## config.mk

```make
export PLATFORM = sky130hd
export DESIGN_NAME = supply_cmd
export DESIGN_NICKNAME = d
export VERILOG_FILES = /design/src/supply_cmd_pkg.sv /design/src/supply_cmd.sv
export SDC_FILE = /design/constraint.sdc
export NUM_CORES = 2
export LEC_CHECK = 0
export BUFFER_PORTS_ARGS = -buffer_cell sky130_fd_sc_hd__buf_4
export CAP_MARGIN = 10
export CORE_UTILIZATION = 45
export DETAILED_ROUTE_END_ITERATION = 10
export HOLD_SLACK_MARGIN = 0.1
export PLACE_DENSITY = 0.65
export SKIP_CTS_REPAIR_TIMING = 1
export SLEW_MARGIN = 0
export SYNTH_ARGS = -nofsm -noshare
export SYNTH_HDL_FRONTEND = slang
export SYNTH_SLANG_ARGS = --single-unit
```

## constraint.sdc

```tcl
create_clock -name clock_i -period 8.72 [get_ports clock_i]
set_clock_uncertainty 0.15 [all_clocks]
set_input_delay 0 -clock clock_i [delete_from_list [all_inputs] [get_ports clock_i]]
set_output_delay 0 -clock clock_i [all_outputs]
set_load 0.02 [all_outputs]
```

## src/supply_cmd_pkg.sv

```systemverilog
// Package: command codes, field layouts, factory defaults and timing figures
// for the supply remote command interpreter.
// Assumes a front end has already parsed the ASCII messages into a command
// code and a signed 16-bit argument in fixed engineering units.
package supply_cmd_pkg;

   // Port widths
   localparam int ADDR_W = 5;
   localparam int DATA_W = 16;

   typedef logic signed [DATA_W-1:0] val_type;
   typedef logic        [ADDR_W-1:0] cmd_type;

   // Command codes, the address seen on the register port
   localparam cmd_type CMD_OUTPUT       = 5'h00;
   localparam cmd_type CMD_VOLT_SET     = 5'h01; // voltage_setpoint_cmd
   localparam cmd_type CMD_CURR_SET     = 5'h02; // current_setpoint_cmd
   localparam cmd_type CMD_VOLT_MEAS    = 5'h03;
   localparam cmd_type CMD_CURR_MEAS    = 5'h04;
   localparam cmd_type CMD_FINE_VOLT    = 5'h05; // fine_voltage_cmd
   localparam cmd_type CMD_FINE_CURR    = 5'h06; // fine_current_cmd
   localparam cmd_type CMD_SLEW_TIME    = 5'h07; // slew_time_cmd
   localparam cmd_type CMD_BUF_VOLT     = 5'h08; // buffered_voltage_cmd
   localparam cmd_type CMD_BUF_CURR     = 5'h09; // buffered_current_cmd
   localparam cmd_type CMD_BUF_CLEAR    = 5'h0a; // buffer_clear_cmd
   localparam cmd_type CMD_BUF_EXEC     = 5'h0b; // buffer_execute_cmd
   localparam cmd_type CMD_PRESET_RCL   = 5'h0c;
   localparam cmd_type CMD_PRESET_STO   = 5'h0d; // preset_store_cmd
   localparam cmd_type CMD_SETUP_RCL    = 5'h0e; // setup_recall_cmd
   localparam cmd_type CMD_SETUP_STO    = 5'h0f; // setup_store_cmd
   localparam cmd_type CMD_FACTORY      = 5'h10; // factory_default_cmd
   localparam cmd_type CMD_ALARM_RESET  = 5'h11;
   localparam cmd_type CMD_POS_VLIM     = 5'h12; // pos_voltage_limit_cmd
   localparam cmd_type CMD_NEG_VLIM     = 5'h13; // neg_voltage_limit_cmd
   localparam cmd_type CMD_POS_ILIM     = 5'h14; // pos_current_limit_cmd
   localparam cmd_type CMD_NEG_ILIM     = 5'h15; // neg_current_limit_cmd
   localparam cmd_type CMD_HW_POS_VLIM  = 5'h16; // hw_pos_voltage_query
   localparam cmd_type CMD_HW_NEG_VLIM  = 5'h17; // hw_neg_voltage_query
   localparam cmd_type CMD_HW_POS_ILIM  = 5'h18; // hw_pos_current_query
   localparam cmd_type CMD_HW_NEG_ILIM  = 5'h19; // hw_neg_current_query
   localparam cmd_type CMD_LIMIT_ACTION = 5'h1a; // limit_action_cmd
   localparam cmd_type CMD_OVP_MODE     = 5'h1b; // overvoltage_mode_cmd
   localparam cmd_type CMD_LIMIT_DELAY  = 5'h1c; // limit_delay_cmd
   localparam cmd_type CMD_BUS_PROT     = 5'h1d; // bus_protection_cmd

   // Argument ranges
   localparam int FINE_MIN      = -128;
   localparam int FINE_MAX      = 127;
   localparam int SLEW_MIN      = 1;
   localparam int SLEW_MAX      = 4;
   localparam int PRESET_MIN    = 1;
   localparam int PRESET_MAX    = 4;
   localparam int SETUP_MIN     = 0;
   localparam int SETUP_MAX     = 9;
   localparam int NUM_PRESETS   = 4;
   localparam int NUM_SETUPS    = 10;

   // Codes of the coded settings
   localparam logic [2:0] SLEW_FAST    = 3'h1;
   localparam logic [2:0] SLEW_MID     = 3'h2;
   localparam logic [2:0] SLEW_SLOW    = 3'h3;
   localparam logic [2:0] SLEW_NONE    = 3'h4;
   localparam logic [1:0] ACT_OUT_OFF  = 2'h1;
   localparam logic [1:0] ACT_PWR_OFF  = 2'h2;
   localparam int         OVP_MIN      = 1;
   localparam int         OVP_MAX      = 3;
   localparam int         OVP_CROWBAR  = 4;
   localparam logic [1:0] BUS_PROT_OFF = 2'h1;
   localparam logic [1:0] BUS_PROT_ON  = 2'h2;

   // Slew times in microseconds, zero meaning no limiting
   localparam logic [12:0] SLEW_FAST_US    = 13'd50;
   localparam logic [12:0] SLEW_FAST_CC_US = 13'd100;
   localparam logic [12:0] SLEW_MID_US     = 13'd500;
   localparam logic [12:0] SLEW_SLOW_US    = 13'd5000;
   localparam logic [12:0] SLEW_NONE_US    = 13'h0000;

   // Limit delay, held in steps of 10 ms
   localparam int LIM_DLY_STEP_MS = 10;
   localparam int LIM_DLY_MIN_MS  = 50;
   localparam int LIM_DLY_MAX_MS  = 9990;
   localparam int LIM_DLY_MIN     = LIM_DLY_MIN_MS / LIM_DLY_STEP_MS;
   localparam int LIM_DLY_MAX     = LIM_DLY_MAX_MS / LIM_DLY_STEP_MS;

   // Error codes on the answer port
   localparam logic [7:0] ERR_NONE      = 8'h00;
   localparam logic [7:0] ERR_CANT_EXEC = 8'h3d; // 61 decimal
   localparam logic [7:0] ERR_REFUSED   = 8'h32;

   // One complete setup, the unit saved in a setup file
   typedef struct packed {
      val_type     v_set;
      val_type     i_set;
      logic signed [7:0] fine_v;
      logic signed [7:0] fine_i;
      logic [2:0]  slew;
      val_type     pos_vlim;
      val_type     neg_vlim;
      val_type     pos_ilim;
      val_type     neg_ilim;
      logic [1:0]  lim_act;
      logic [1:0]  ovp;
      logic [9:0]  delay;
      logic [1:0]  bus_prot;
   } setup_type;

   localparam setup_type FACTORY_SETUP = '{
      v_set: 16'h0000, i_set: 16'h0000, fine_v: 8'h00, fine_i: 8'h00, slew: SLEW_NONE,
      pos_vlim: 16'h7fff, neg_vlim: 16'h8000, pos_ilim: 16'h7fff, neg_ilim: 16'h8000,
      lim_act: ACT_OUT_OFF, ovp: 2'h1, delay: 10'h005, bus_prot: BUS_PROT_OFF};

endpackage

```

## src/supply_cmd.sv

```systemverilog
// Remote command interpreter of a bipolar supply: decoded program and query
// messages arrive on a strobed port and steer setpoints, presets, setup files,
// the trigger buffer and protection settings.
// Assumes one 20 MHz clock; mode, measurements, hardware limits and the limit
// event come from the analog side and are synchronised here.
`timescale 1ns/10ps

module supply_cmd
   import supply_cmd_pkg::*;
(
   input  wire logic              clock_i,
   input  wire logic              rst_b_i,
   input  wire logic [ADDR_W-1:0] addr_i,
   input  wire logic [DATA_W-1:0] wdata_i,
   input  wire logic              wr_i,
   input  wire logic              rd_i,
   input  wire logic              cc_mode_i,
   input  wire logic              limit_event_i,
   input  wire logic [DATA_W-1:0] meas_v_i,
   input  wire logic [DATA_W-1:0] meas_i_i,
   input  wire logic [DATA_W-1:0] hw_pos_vlim_i,
   input  wire logic [DATA_W-1:0] hw_neg_vlim_i,
   input  wire logic [DATA_W-1:0] hw_pos_ilim_i,
   input  wire logic [DATA_W-1:0] hw_neg_ilim_i,
   output logic      [DATA_W-1:0] rdata_o,
   output logic                   err_o,
   output logic      [7:0]        err_code_o,
   output logic                   out_en_o,
   output logic                   power_off_o,
   output logic                   alarm_o,
   output logic      [DATA_W-1:0] v_set_o,
   output logic      [DATA_W-1:0] i_set_o,
   output logic      [7:0]        fine_v_o,
   output logic      [7:0]        fine_i_o,
   output logic      [12:0]       slew_us_o,
   output logic      [DATA_W-1:0] pos_vlim_o,
   output logic      [DATA_W-1:0] neg_vlim_o,
   output logic      [DATA_W-1:0] pos_ilim_o,
   output logic      [DATA_W-1:0] neg_ilim_o,
   output logic      [1:0]        ovp_mode_o,
   output logic      [9:0]        limit_delay_o,
   output logic                   bus_prot_en_o
);

   // Inputs from the analog side, sampled as one group
   typedef struct packed {
      logic        cc;
      logic        ev;
      val_type     mv;
      val_type     mi;
      val_type     hpv;
      val_type     hnv;
      val_type     hpi;
      val_type     hni;
   } pins_type;

   // All state of the block
   typedef struct packed {
      pins_type                     p1;
      pins_type                     p2;
      logic                         ev_prev;
      setup_type                    cfg;
      logic                         out_en;
      logic                         alarm;
      logic                         power_off;
      logic                         trig_full;
      logic                         trig_is_v;
      val_type                      trig_val;
      logic [NUM_PRESETS-1:0][DATA_W-1:0] pre_v;
      logic [NUM_PRESETS-1:0][DATA_W-1:0] pre_i;
      setup_type [NUM_SETUPS-1:0]   files;
      logic [DATA_W-1:0]            rdata;
      logic                         err;
      logic [7:0]                   err_code;
      logic [12:0]                  slew_us;
      logic                         bus_prot_en;
   } state_type;

   localparam state_type RESET_STATE = '{
      p1: '0, p2: '0, ev_prev: 1'b0, cfg: FACTORY_SETUP, out_en: 1'b0,
      alarm: 1'b0, power_off: 1'b0, trig_full: 1'b0, trig_is_v: 1'b0,
      trig_val: '0, pre_v: '0, pre_i: '0, files: {NUM_SETUPS{FACTORY_SETUP}},
      rdata: '0, err: 1'b0, err_code: ERR_NONE, slew_us: SLEW_NONE_US,
      bus_prot_en: (FACTORY_SETUP.bus_prot == BUS_PROT_ON)};

   state_type st_r;
   state_type st_nxt;

   // Range check on a signed argument
   function automatic logic in_rng(input val_type a, input int lo, input int hi);
      in_rng = (int'(a) >= lo) && (int'(a) <= hi);
   endfunction

   // Slew code to time in microseconds
   function automatic logic [12:0] slew_time(input logic [2:0] code, input logic cc);
      unique case (code)
         SLEW_FAST: slew_time = cc ? SLEW_FAST_CC_US : SLEW_FAST_US;
         SLEW_MID:  slew_time = SLEW_MID_US;
         SLEW_SLOW: slew_time = SLEW_SLOW_US;
         default:   slew_time = SLEW_NONE_US;
      endcase
   endfunction

   // Sign extension of a fine value for the answer port
   function automatic logic [DATA_W-1:0] sext8(input logic [7:0] f);
      sext8 = {{(DATA_W-8){f[7]}}, f};
   endfunction

   // Next state: synchronisers, command decode, queries and protection
   always_comb begin
      logic      cc;
      logic      ev_rise;
      val_type   arg;
      logic [1:0] pslot;
      logic [3:0] sidx;
      cc      = st_r.p2.cc;
      ev_rise = st_r.p2.ev && !st_r.ev_prev;
      arg     = val_type'(wdata_i);
      pslot   = 2'(wdata_i - DATA_W'(PRESET_MIN));
      sidx    = wdata_i[3:0];

      st_nxt          = st_r;
      st_nxt.p1       = '{cc: cc_mode_i, ev: limit_event_i, mv: meas_v_i, mi: meas_i_i,
                          hpv: hw_pos_vlim_i, hnv: hw_neg_vlim_i, hpi: hw_pos_ilim_i, hni: hw_neg_ilim_i};
      st_nxt.p2       = st_r.p1;
      st_nxt.ev_prev  = st_r.p2.ev;
      st_nxt.rdata    = '0;
      st_nxt.err      = 1'b0;
      st_nxt.err_code = ERR_NONE;

      // Any command except execute drops a loaded buffer
      if ((wr_i && addr_i != CMD_BUF_EXEC) || rd_i) begin
         st_nxt.trig_full = 1'b0;
      end

      // Program messages
      if (wr_i) begin
         unique case (addr_i)
            CMD_OUTPUT: begin
               if (in_rng(arg, 0, 1)) begin
                  st_nxt.out_en = wdata_i[0];
               end else begin
                  st_nxt.err = 1'b1;
               end
            end
            CMD_VOLT_SET: st_nxt.cfg.v_set = arg;
            CMD_CURR_SET: st_nxt.cfg.i_set = arg;
            CMD_FINE_VOLT: begin
               if (!cc && in_rng(arg, FINE_MIN, FINE_MAX)) begin
                  st_nxt.cfg.fine_v = wdata_i[7:0];
               end else begin
                  st_nxt.err = 1'b1;
               end
            end
            CMD_FINE_CURR: begin
               if (cc && in_rng(arg, FINE_MIN, FINE_MAX)) begin
                  st_nxt.cfg.fine_i = wdata_i[7:0];
               end else begin
                  st_nxt.err = 1'b1;
               end
            end
            CMD_SLEW_TIME: begin
               if (in_rng(arg, SLEW_MIN, SLEW_MAX)) begin
                  st_nxt.cfg.slew = wdata_i[2:0];
               end else begin
                  st_nxt.err = 1'b1;
               end
            end
            CMD_BUF_VOLT: begin
               if (!cc) begin
                  st_nxt.trig_full = 1'b1;
                  st_nxt.trig_is_v = 1'b1;
                  st_nxt.trig_val  = arg;
               end else begin
                  st_nxt.err = 1'b1;
               end
            end
            CMD_BUF_CURR: begin
               if (cc) begin
                  st_nxt.trig_full = 1'b1;
                  st_nxt.trig_is_v = 1'b0;
                  st_nxt.trig_val  = arg;
               end else begin
                  st_nxt.err = 1'b1;
               end
            end
            CMD_BUF_CLEAR: st_nxt.trig_full = 1'b0;
            CMD_BUF_EXEC: begin
               // Empty buffer: no effect; fine values are left alone
               if (st_r.trig_full) begin
                  if (st_r.trig_is_v) begin
                     st_nxt.cfg.v_set = st_r.trig_val;
                  end else begin
                     st_nxt.cfg.i_set = st_r.trig_val;
                  end
                  st_nxt.trig_full = 1'b0;
               end
            end
            CMD_PRESET_RCL: begin
               if (in_rng(arg, PRESET_MIN, PRESET_MAX)) begin
                  st_nxt.cfg.v_set = st_r.pre_v[pslot];
                  st_nxt.cfg.i_set = st_r.pre_i[pslot];
               end else begin
                  st_nxt.err = 1'b1;
               end
            end
            CMD_PRESET_STO: begin
               if (in_rng(arg, PRESET_MIN, PRESET_MAX)) begin
                  st_nxt.pre_v[pslot] = st_r.cfg.v_set;
                  st_nxt.pre_i[pslot] = st_r.cfg.i_set;
               end else begin
                  st_nxt.err = 1'b1;
               end
            end
            CMD_SETUP_RCL: begin
               if (in_rng(arg, SETUP_MIN, SETUP_MAX)) begin
                  st_nxt.cfg = st_r.files[sidx];
               end else begin
                  st_nxt.err = 1'b1;
               end
            end
            CMD_SETUP_STO: begin
               if (in_rng(arg, SETUP_MIN, SETUP_MAX)) begin
                  st_nxt.files[sidx] = st_r.cfg;
               end else begin
                  st_nxt.err = 1'b1;
               end
            end
            CMD_FACTORY: st_nxt.cfg = FACTORY_SETUP;
            CMD_ALARM_RESET: begin
               st_nxt.alarm     = 1'b0;
               st_nxt.power_off = 1'b0;
            end
            CMD_POS_VLIM: st_nxt.cfg.pos_vlim = arg;
            CMD_NEG_VLIM: st_nxt.cfg.neg_vlim = arg;
            CMD_POS_ILIM: st_nxt.cfg.pos_ilim = arg;
            CMD_NEG_ILIM: st_nxt.cfg.neg_ilim = arg;
            CMD_LIMIT_ACTION: begin
               if (in_rng(arg, 1, 2)) begin
                  st_nxt.cfg.lim_act = wdata_i[1:0];
               end else begin
                  st_nxt.err = 1'b1;
               end
            end
            CMD_OVP_MODE: begin
               if (in_rng(arg, OVP_MIN, OVP_MAX)) begin
                  st_nxt.cfg.ovp = wdata_i[1:0];
               end else if (int'(arg) == OVP_CROWBAR) begin
                  st_nxt.err      = 1'b1;
                  st_nxt.err_code = ERR_CANT_EXEC;
               end else begin
                  st_nxt.err = 1'b1;
               end
            end
            CMD_LIMIT_DELAY: begin
               if (in_rng(arg, LIM_DLY_MIN, LIM_DLY_MAX)) begin
                  st_nxt.cfg.delay = wdata_i[9:0];
               end else begin
                  st_nxt.err = 1'b1;
               end
            end
            CMD_BUS_PROT: begin
               if (in_rng(arg, 1, 2)) begin
                  st_nxt.cfg.bus_prot = wdata_i[1:0];
               end else begin
                  st_nxt.err = 1'b1;
               end
            end
            default: st_nxt.err = 1'b1;
         endcase
      end

      // Query messages, answered in the next cycle
      if (rd_i) begin
         unique case (addr_i)
            CMD_OUTPUT:       st_nxt.rdata = DATA_W'(st_r.out_en);
            CMD_VOLT_SET:     st_nxt.rdata = st_r.cfg.v_set;
            CMD_CURR_SET:     st_nxt.rdata = st_r.cfg.i_set;
            CMD_VOLT_MEAS:    st_nxt.rdata = st_r.p2.mv;
            CMD_CURR_MEAS:    st_nxt.rdata = st_r.p2.mi;
            CMD_FINE_VOLT:    st_nxt.rdata = sext8(st_r.cfg.fine_v);
            CMD_FINE_CURR:    st_nxt.rdata = sext8(st_r.cfg.fine_i);
            CMD_SLEW_TIME:    st_nxt.rdata = DATA_W'(st_r.cfg.slew);
            CMD_POS_VLIM:     st_nxt.rdata = st_r.cfg.pos_vlim;
            CMD_NEG_VLIM:     st_nxt.rdata = st_r.cfg.neg_vlim;
            CMD_POS_ILIM:     st_nxt.rdata = st_r.cfg.pos_ilim;
            CMD_NEG_ILIM:     st_nxt.rdata = st_r.cfg.neg_ilim;
            CMD_HW_POS_VLIM:  st_nxt.rdata = st_r.p2.hpv;
            CMD_HW_NEG_VLIM:  st_nxt.rdata = st_r.p2.hnv;
            CMD_HW_POS_ILIM:  st_nxt.rdata = st_r.p2.hpi;
            CMD_HW_NEG_ILIM:  st_nxt.rdata = st_r.p2.hni;
            CMD_LIMIT_ACTION: st_nxt.rdata = DATA_W'(st_r.cfg.lim_act);
            CMD_OVP_MODE:     st_nxt.rdata = DATA_W'(st_r.cfg.ovp);
            CMD_LIMIT_DELAY:  st_nxt.rdata = DATA_W'(st_r.cfg.delay);
            CMD_BUS_PROT:     st_nxt.rdata = DATA_W'(st_r.cfg.bus_prot);
            default: begin
               st_nxt.err      = 1'b1;
               st_nxt.err_code = ERR_REFUSED;
            end
         endcase
      end

      // Generic refusal code unless a specific one was chosen
      if (st_nxt.err && st_nxt.err_code == ERR_NONE) begin
         st_nxt.err_code = ERR_REFUSED;
      end

      // Limit event after the command so it wins over an alarm reset
      if (ev_rise) begin
         st_nxt.alarm = 1'b1;
         if (st_r.cfg.lim_act == ACT_PWR_OFF) begin
            st_nxt.power_off = 1'b1;
         end else begin
            st_nxt.out_en = 1'b0;
         end
      end

      // Slew time follows the new code and the present regulation mode
      st_nxt.slew_us = slew_time(st_nxt.cfg.slew, cc);
      // Bus protection enable kept in a flop so the pin has no decode behind it
      st_nxt.bus_prot_en = (st_nxt.cfg.bus_prot == BUS_PROT_ON);
   end

   // State register
   always_ff @(posedge clock_i) begin
      if (!rst_b_i) begin
         st_r <= RESET_STATE;
      end else begin
         st_r <= st_nxt;
      end
   end

   // Outputs straight from the state register
   assign rdata_o       = st_r.rdata;
   assign err_o         = st_r.err;
   assign err_code_o    = st_r.err_code;
   assign out_en_o      = st_r.out_en;
   assign power_off_o   = st_r.power_off;
   assign alarm_o       = st_r.alarm;
   assign v_set_o       = st_r.cfg.v_set;
   assign i_set_o       = st_r.cfg.i_set;
   assign fine_v_o      = st_r.cfg.fine_v;
   assign fine_i_o      = st_r.cfg.fine_i;
   assign slew_us_o     = st_r.slew_us;
   assign pos_vlim_o    = st_r.cfg.pos_vlim;
   assign neg_vlim_o    = st_r.cfg.neg_vlim;
   assign pos_ilim_o    = st_r.cfg.pos_ilim;
   assign neg_ilim_o    = st_r.cfg.neg_ilim;
   assign ovp_mode_o    = st_r.cfg.ovp;
   assign limit_delay_o = st_r.cfg.delay;
   assign bus_prot_en_o = st_r.bus_prot_en;

endmodule

```

---- Yosys cells after proc, flatten, opt, wreduce, memory -nomap -nowiden ----
Index checks and enable logic that the tools add are counted.
storage, ports and cells
  ROM bits ................................ 0
  RAM bits ................................ 0
  bits in latches ......................... 0
  output and inout port bits .............. 166
  bits in registers ....................... 1826
  memories kept ........................... 0
operators by class
  magnitude comparators ................... 15
  multipliers ............................. 0
  bitwise operators ....................... 1
  shifts and indexed selects .............. 0
  divide/modulo/power cells ............... 0
  equal/unequal tests ..................... 48
  multiplexer cells ....................... 75
  reduce and logical (&&, ||, !) cells .... 55
  add/subtract/negate cells ............... 1
operator list
  kind                 count
  $mux 1310            2
  $mux 1542            1
  $bwmux 1310          1
  $bmux 131 s4         1
  $demux 131 s4        1
  $mux 131             3
  $pmux 16 s20         1
  $mux 128             2
  $pmux 16 s3          4
  $pmux 16 s5          2
  $bwmux 64            2
  $mux 16              5
  $eq 5x5->1 const B   14
  $bmux 16 s2          2
  $mux 32              2
  $pmux 8 s3           2
  $eq 5x4->1 const B   8
  $pmux 13 s3          1
  $mux 18              2
  $mux 9               4
  $pmux 17 s2          1
  $demux 16 s2         1
  $le 16x3->1 const B  2
  $pmux 10 s3          1
  51 further kinds     130

---- Longest topological paths before layout ----
  word-level depth ........................ 11
  mapped depth ............................ 15

---- Least setup slack after synthesis ----
OpenSTA, ideal clock, no wires.
  path type ............................... input to register
  start ................................... input port wdata_i[0]
  end ..................................... register with a tool-made name
  buffers on the path ..................... 6
  slack ................................... 5622 ps
  data arrival time ....................... 2885 ps
  required time ........................... 8507 ps
  cell stages on the path ................. 15
  cells stage by stage .................... buf_2 buf_2 buf_2 inv_1 ha_1 buf_2 nor2_1 o21ai_0 nand2_1 nor3_1 and2_1 clkbuf_1 clkbuf_1 nand2_1 nand3_1
RTL lines
  element      RTL line          text
  from (decl)  supply_cmd.sv:14  input wire logic [DATA_W-1:0] wdata_i,

==> impl_metrics.ini <==
[clocking]
cts_buffers = 184
htreeDepth = 4
clk_latency_ps = 860
clockRootBuffer = clkbuf_16
cts_tree = yes
cts_sinks = 1814
clk_pin_slew_ps = 60
cts_buffer_depth = 3

[floorplan]
placementRows = 153
die_y_microns = 421
ios = 289
start_util_pct = 45.4
die_x_microns = 421
core-area_sq_um = 174000
die-area_sq_um = 177000

[timing]
finalSetupTns_ps = 0
max-slew-margin-rel_pct = 0.140
drv_slew = 0
worst_pin_slew_ps = 1500
whs_ps = 84.8
period_needed_ps = 4960
grt_setup_unrepaired = false
fmax_ghz = 0.202
final.period_utilization_pct = 56.8
hold_violations = 0
setup_violations = 0

[cells_and_area]
final_nets = 9004
layout-drive-gt1-share_pct = 12.0
area_growth_pct = 13.6
layout.cells.non_filler = 11400

[drt]
vias = 67900
wl_mm = 293
drc = 0
via_per_inst = 5.98
drtIter0Drc = 8420
dr.pass1.iters = 8
wl_per_cell_microns = 25.8
ant_nets = 0

[critical_path]
worst-setup-path-type = in2reg
required_ps = 9350
critPathTopFamily = simple AND/OR/NAND/NOR gates
cp.buffers_inverters = 4
cp_max_fo = 75
critical-path-slowest-cell = and4_4
worst_setup_path_end_kind = register
arrival_ps = 5590
cp-start-kind = input pin
crit_path_cell_trace = dlygate4sd3_1 -> buf_8 -> inv_1 -> ha_1 -> nor2_1 -> o21ai_0 -> nand2_1 -> nor2_1 -> and4_4 -> buf_4 -> nand2_1 -> a21boi_0
cp_slowest_stage_delay_ps = 1090

[yosys]
syn-cell-area_sq_um = 79000
synth_top_family_by_area = simple AND/OR/NAND/NOR gates
synth_seq_cells = 1814
yosys.area_share.adder_pct = 0.111
async_reset_ff_share_pct = 0
synth_seq_area_share_pct = 46.0
synth_compound_area_share_pct = 16.4
synth_ff_type = dfxtp_1
yosys.area_share.xor_xnor_pct = 0.0222
syn_avg_cell_area_sq_um = 8.71
syn_inst = 9066
muxShareOfSynthArea_pct = 11.3
yosys.area_share.simple_pct = 20.0
synth_edf_count = 0
ys_warn_count = 0
synth.distinct_cells = 74

[power]
leakage_nw = 32.7
power_mw = 17.8
internal-power_mw = 13.6
clkPwrFrac_pct = 47.2
power_frac_seq_pct = 47.5
ir_drop_uv = 224
switching_power_mw = 4.23
power_density_nw_per_um2 = 199
sw_frac_of_total_pct = 23.7
p_comb_share_pct = 5.4

[placed_design]
dp_cells = 10800
routabilityCongestion = 0.971
port_buffers = 283
hpwl_mm = 168

[flow_run]
cap_violations = 0

[grt]
first_global_vias = 62800
grt_antenna_before_repair = 16
grt_pass1_wl_mm = 418
grt_usage_pct = 31.5
grt_max_degree = 237
overflow = 0

[outcome]
status = complete, no violations

[hold_path]
hp-class = in2reg
[synth_stat cells, types with 147 or more instances]
library cell | number | area, sq um
nand3_1 | 373 | 1870
a21boi_0 | 764 | 5740
mux2i_1 | 238 | 2380
mux4_2 | 288 | 6490
clkbuf_1 | 733 | 2750
buf_4 | 163 | 1220
a21boi_1 | 297 | 2230
and2_1 | 209 | 1310
o21ai_0 | 166 | 831
nand2_1 | 2995 | 11200
a21oi_1 | 147 | 736
dfxtp_1 | 1814 | 36300
[power by group through the flow]
stage / logic [mW] / registers (mW) / clock network (mW)
2_1_floorplan: 0.584 / 8.55 / 0
3_3_place_gp: 0.830 / 8.64 / 0
3_5_place_dp: 0.833 / 8.64 / 0
4_1_cts: 0.835 / 8.45 / 8.44
5_1_grt: 0.983 / 8.46 / 8.79
6_report: 0.956 / 8.46 / 8.40
[cells in the final DEF (no fill, tap or decap), types with 13 or more instances in the layout]
master,netlist,final
dlygate4sd3_1,0,255
clkbuf_16,0,186
a221oi_1,50,49
mux4_2,288,288
a31oi_1,41,41
o21ai_0,166,166
o211ai_1,23,23
nand3_1,373,373
nor2b_1,55,55
buf_4,163,416
nor3_1,19,14
nand2_1,2995,2982
bufinv_16,0,15
clkbuf_1,733,35
nor2_1,84,69
o22ai_1,62,62
mux2i_1,238,238
clkbuf_8,0,54
a22oi_1,87,87
a22o_1,58,58
a21boi_0,764,764
and3_1,14,13
nand4_1,16,16
clkinv_2,0,29
o2bb2ai_1,16,16
o31ai_1,35,35
a21boi_1,297,297
a21oi_1,147,147
dfxtp_1,1814,1814
a222oi_1,24,24
and2_1,209,205
[cell families (layout without fill, tap and decap cells)]
group / count (synthesis) / count (layout)
buffers and inverters: 1077 / 1034
flip-flops: 1814 / 1814
AO/OA/AOI/OAI: 1812 / 1812
multiplexers: 532 / 532
other: 1 / 15
adder cells (fa/ha/maj): 7 / 7
AND/OR/NAND/NOR: 3821 / 3821
XOR/XNOR: 2 / 2
[worst register-to-register path, delay by kind of cell (launching register included)]
| kind | cells | cell delay, ps |
|---|---|---|
| flops | 1 | 560 |
| buf+inv | 2 | 860 |
| compound gates | 4 | 740 |
| simple gates | 1 | 260 |
[final cells by class]
type                       count  area [sq um]
fill                       15600         84300
clock buffer                 275          5530
sequential                  1814         36300
clock inverter                64           956
multi-input combinational   6179         38000
inverter                      14          62.6
antenna                       10          25.0
timing repair buffer         681          5860
tap                         2325          2910
[through the flow]
stage | utilization, % | setup WS [ps] | cell area, sq um
after detailed placement | 46.3 | 3690 | 80600
final | 51.5 | 3760 | 89700
after global placement | 46.3 | 3930 | 80600
after global routing | 51.5 | 3490 | 89700
after floorplan | - | 5620 | 79000
after CTS | 50.1 | 4600 | 87100
[layer usage]
| metal | part of all wire [%] | vias to the layer above | GRT usage (%) |
|---|---|---|---|
| met3 | 9.5 | 939 | 6.47 |
| li1 | - | 30100 | - |
| met4 | 7.7 | 16 | 22.3 |
| met2 | 45 | 3728 | 49.2 |
| met1 | 37 | 33100 | 38.9 |
| met5 | 0.036 | - | 0 |
[worst paths after layout]
kind | end | cells past startpoint | from | slack [ps]
setup / recovery | register | 12 | wdata_i[1] | 3760
hold / removal | fine_v_o[7]$_SDFFE_PN0P_ | 4 | wdata_i[7] | 80
setup reg to reg | fine_v_o[6]$_SDFFE_PN0P_ | 7 | st_r[1727]$_SDFF_PN0_ | 6080
hold reg to reg | st_r[1638]$_SDFF_PN0_ | 1 | st_nxt[1638]$_SDFF_PN0_ | 280
(Power assumes the default switching activity.)
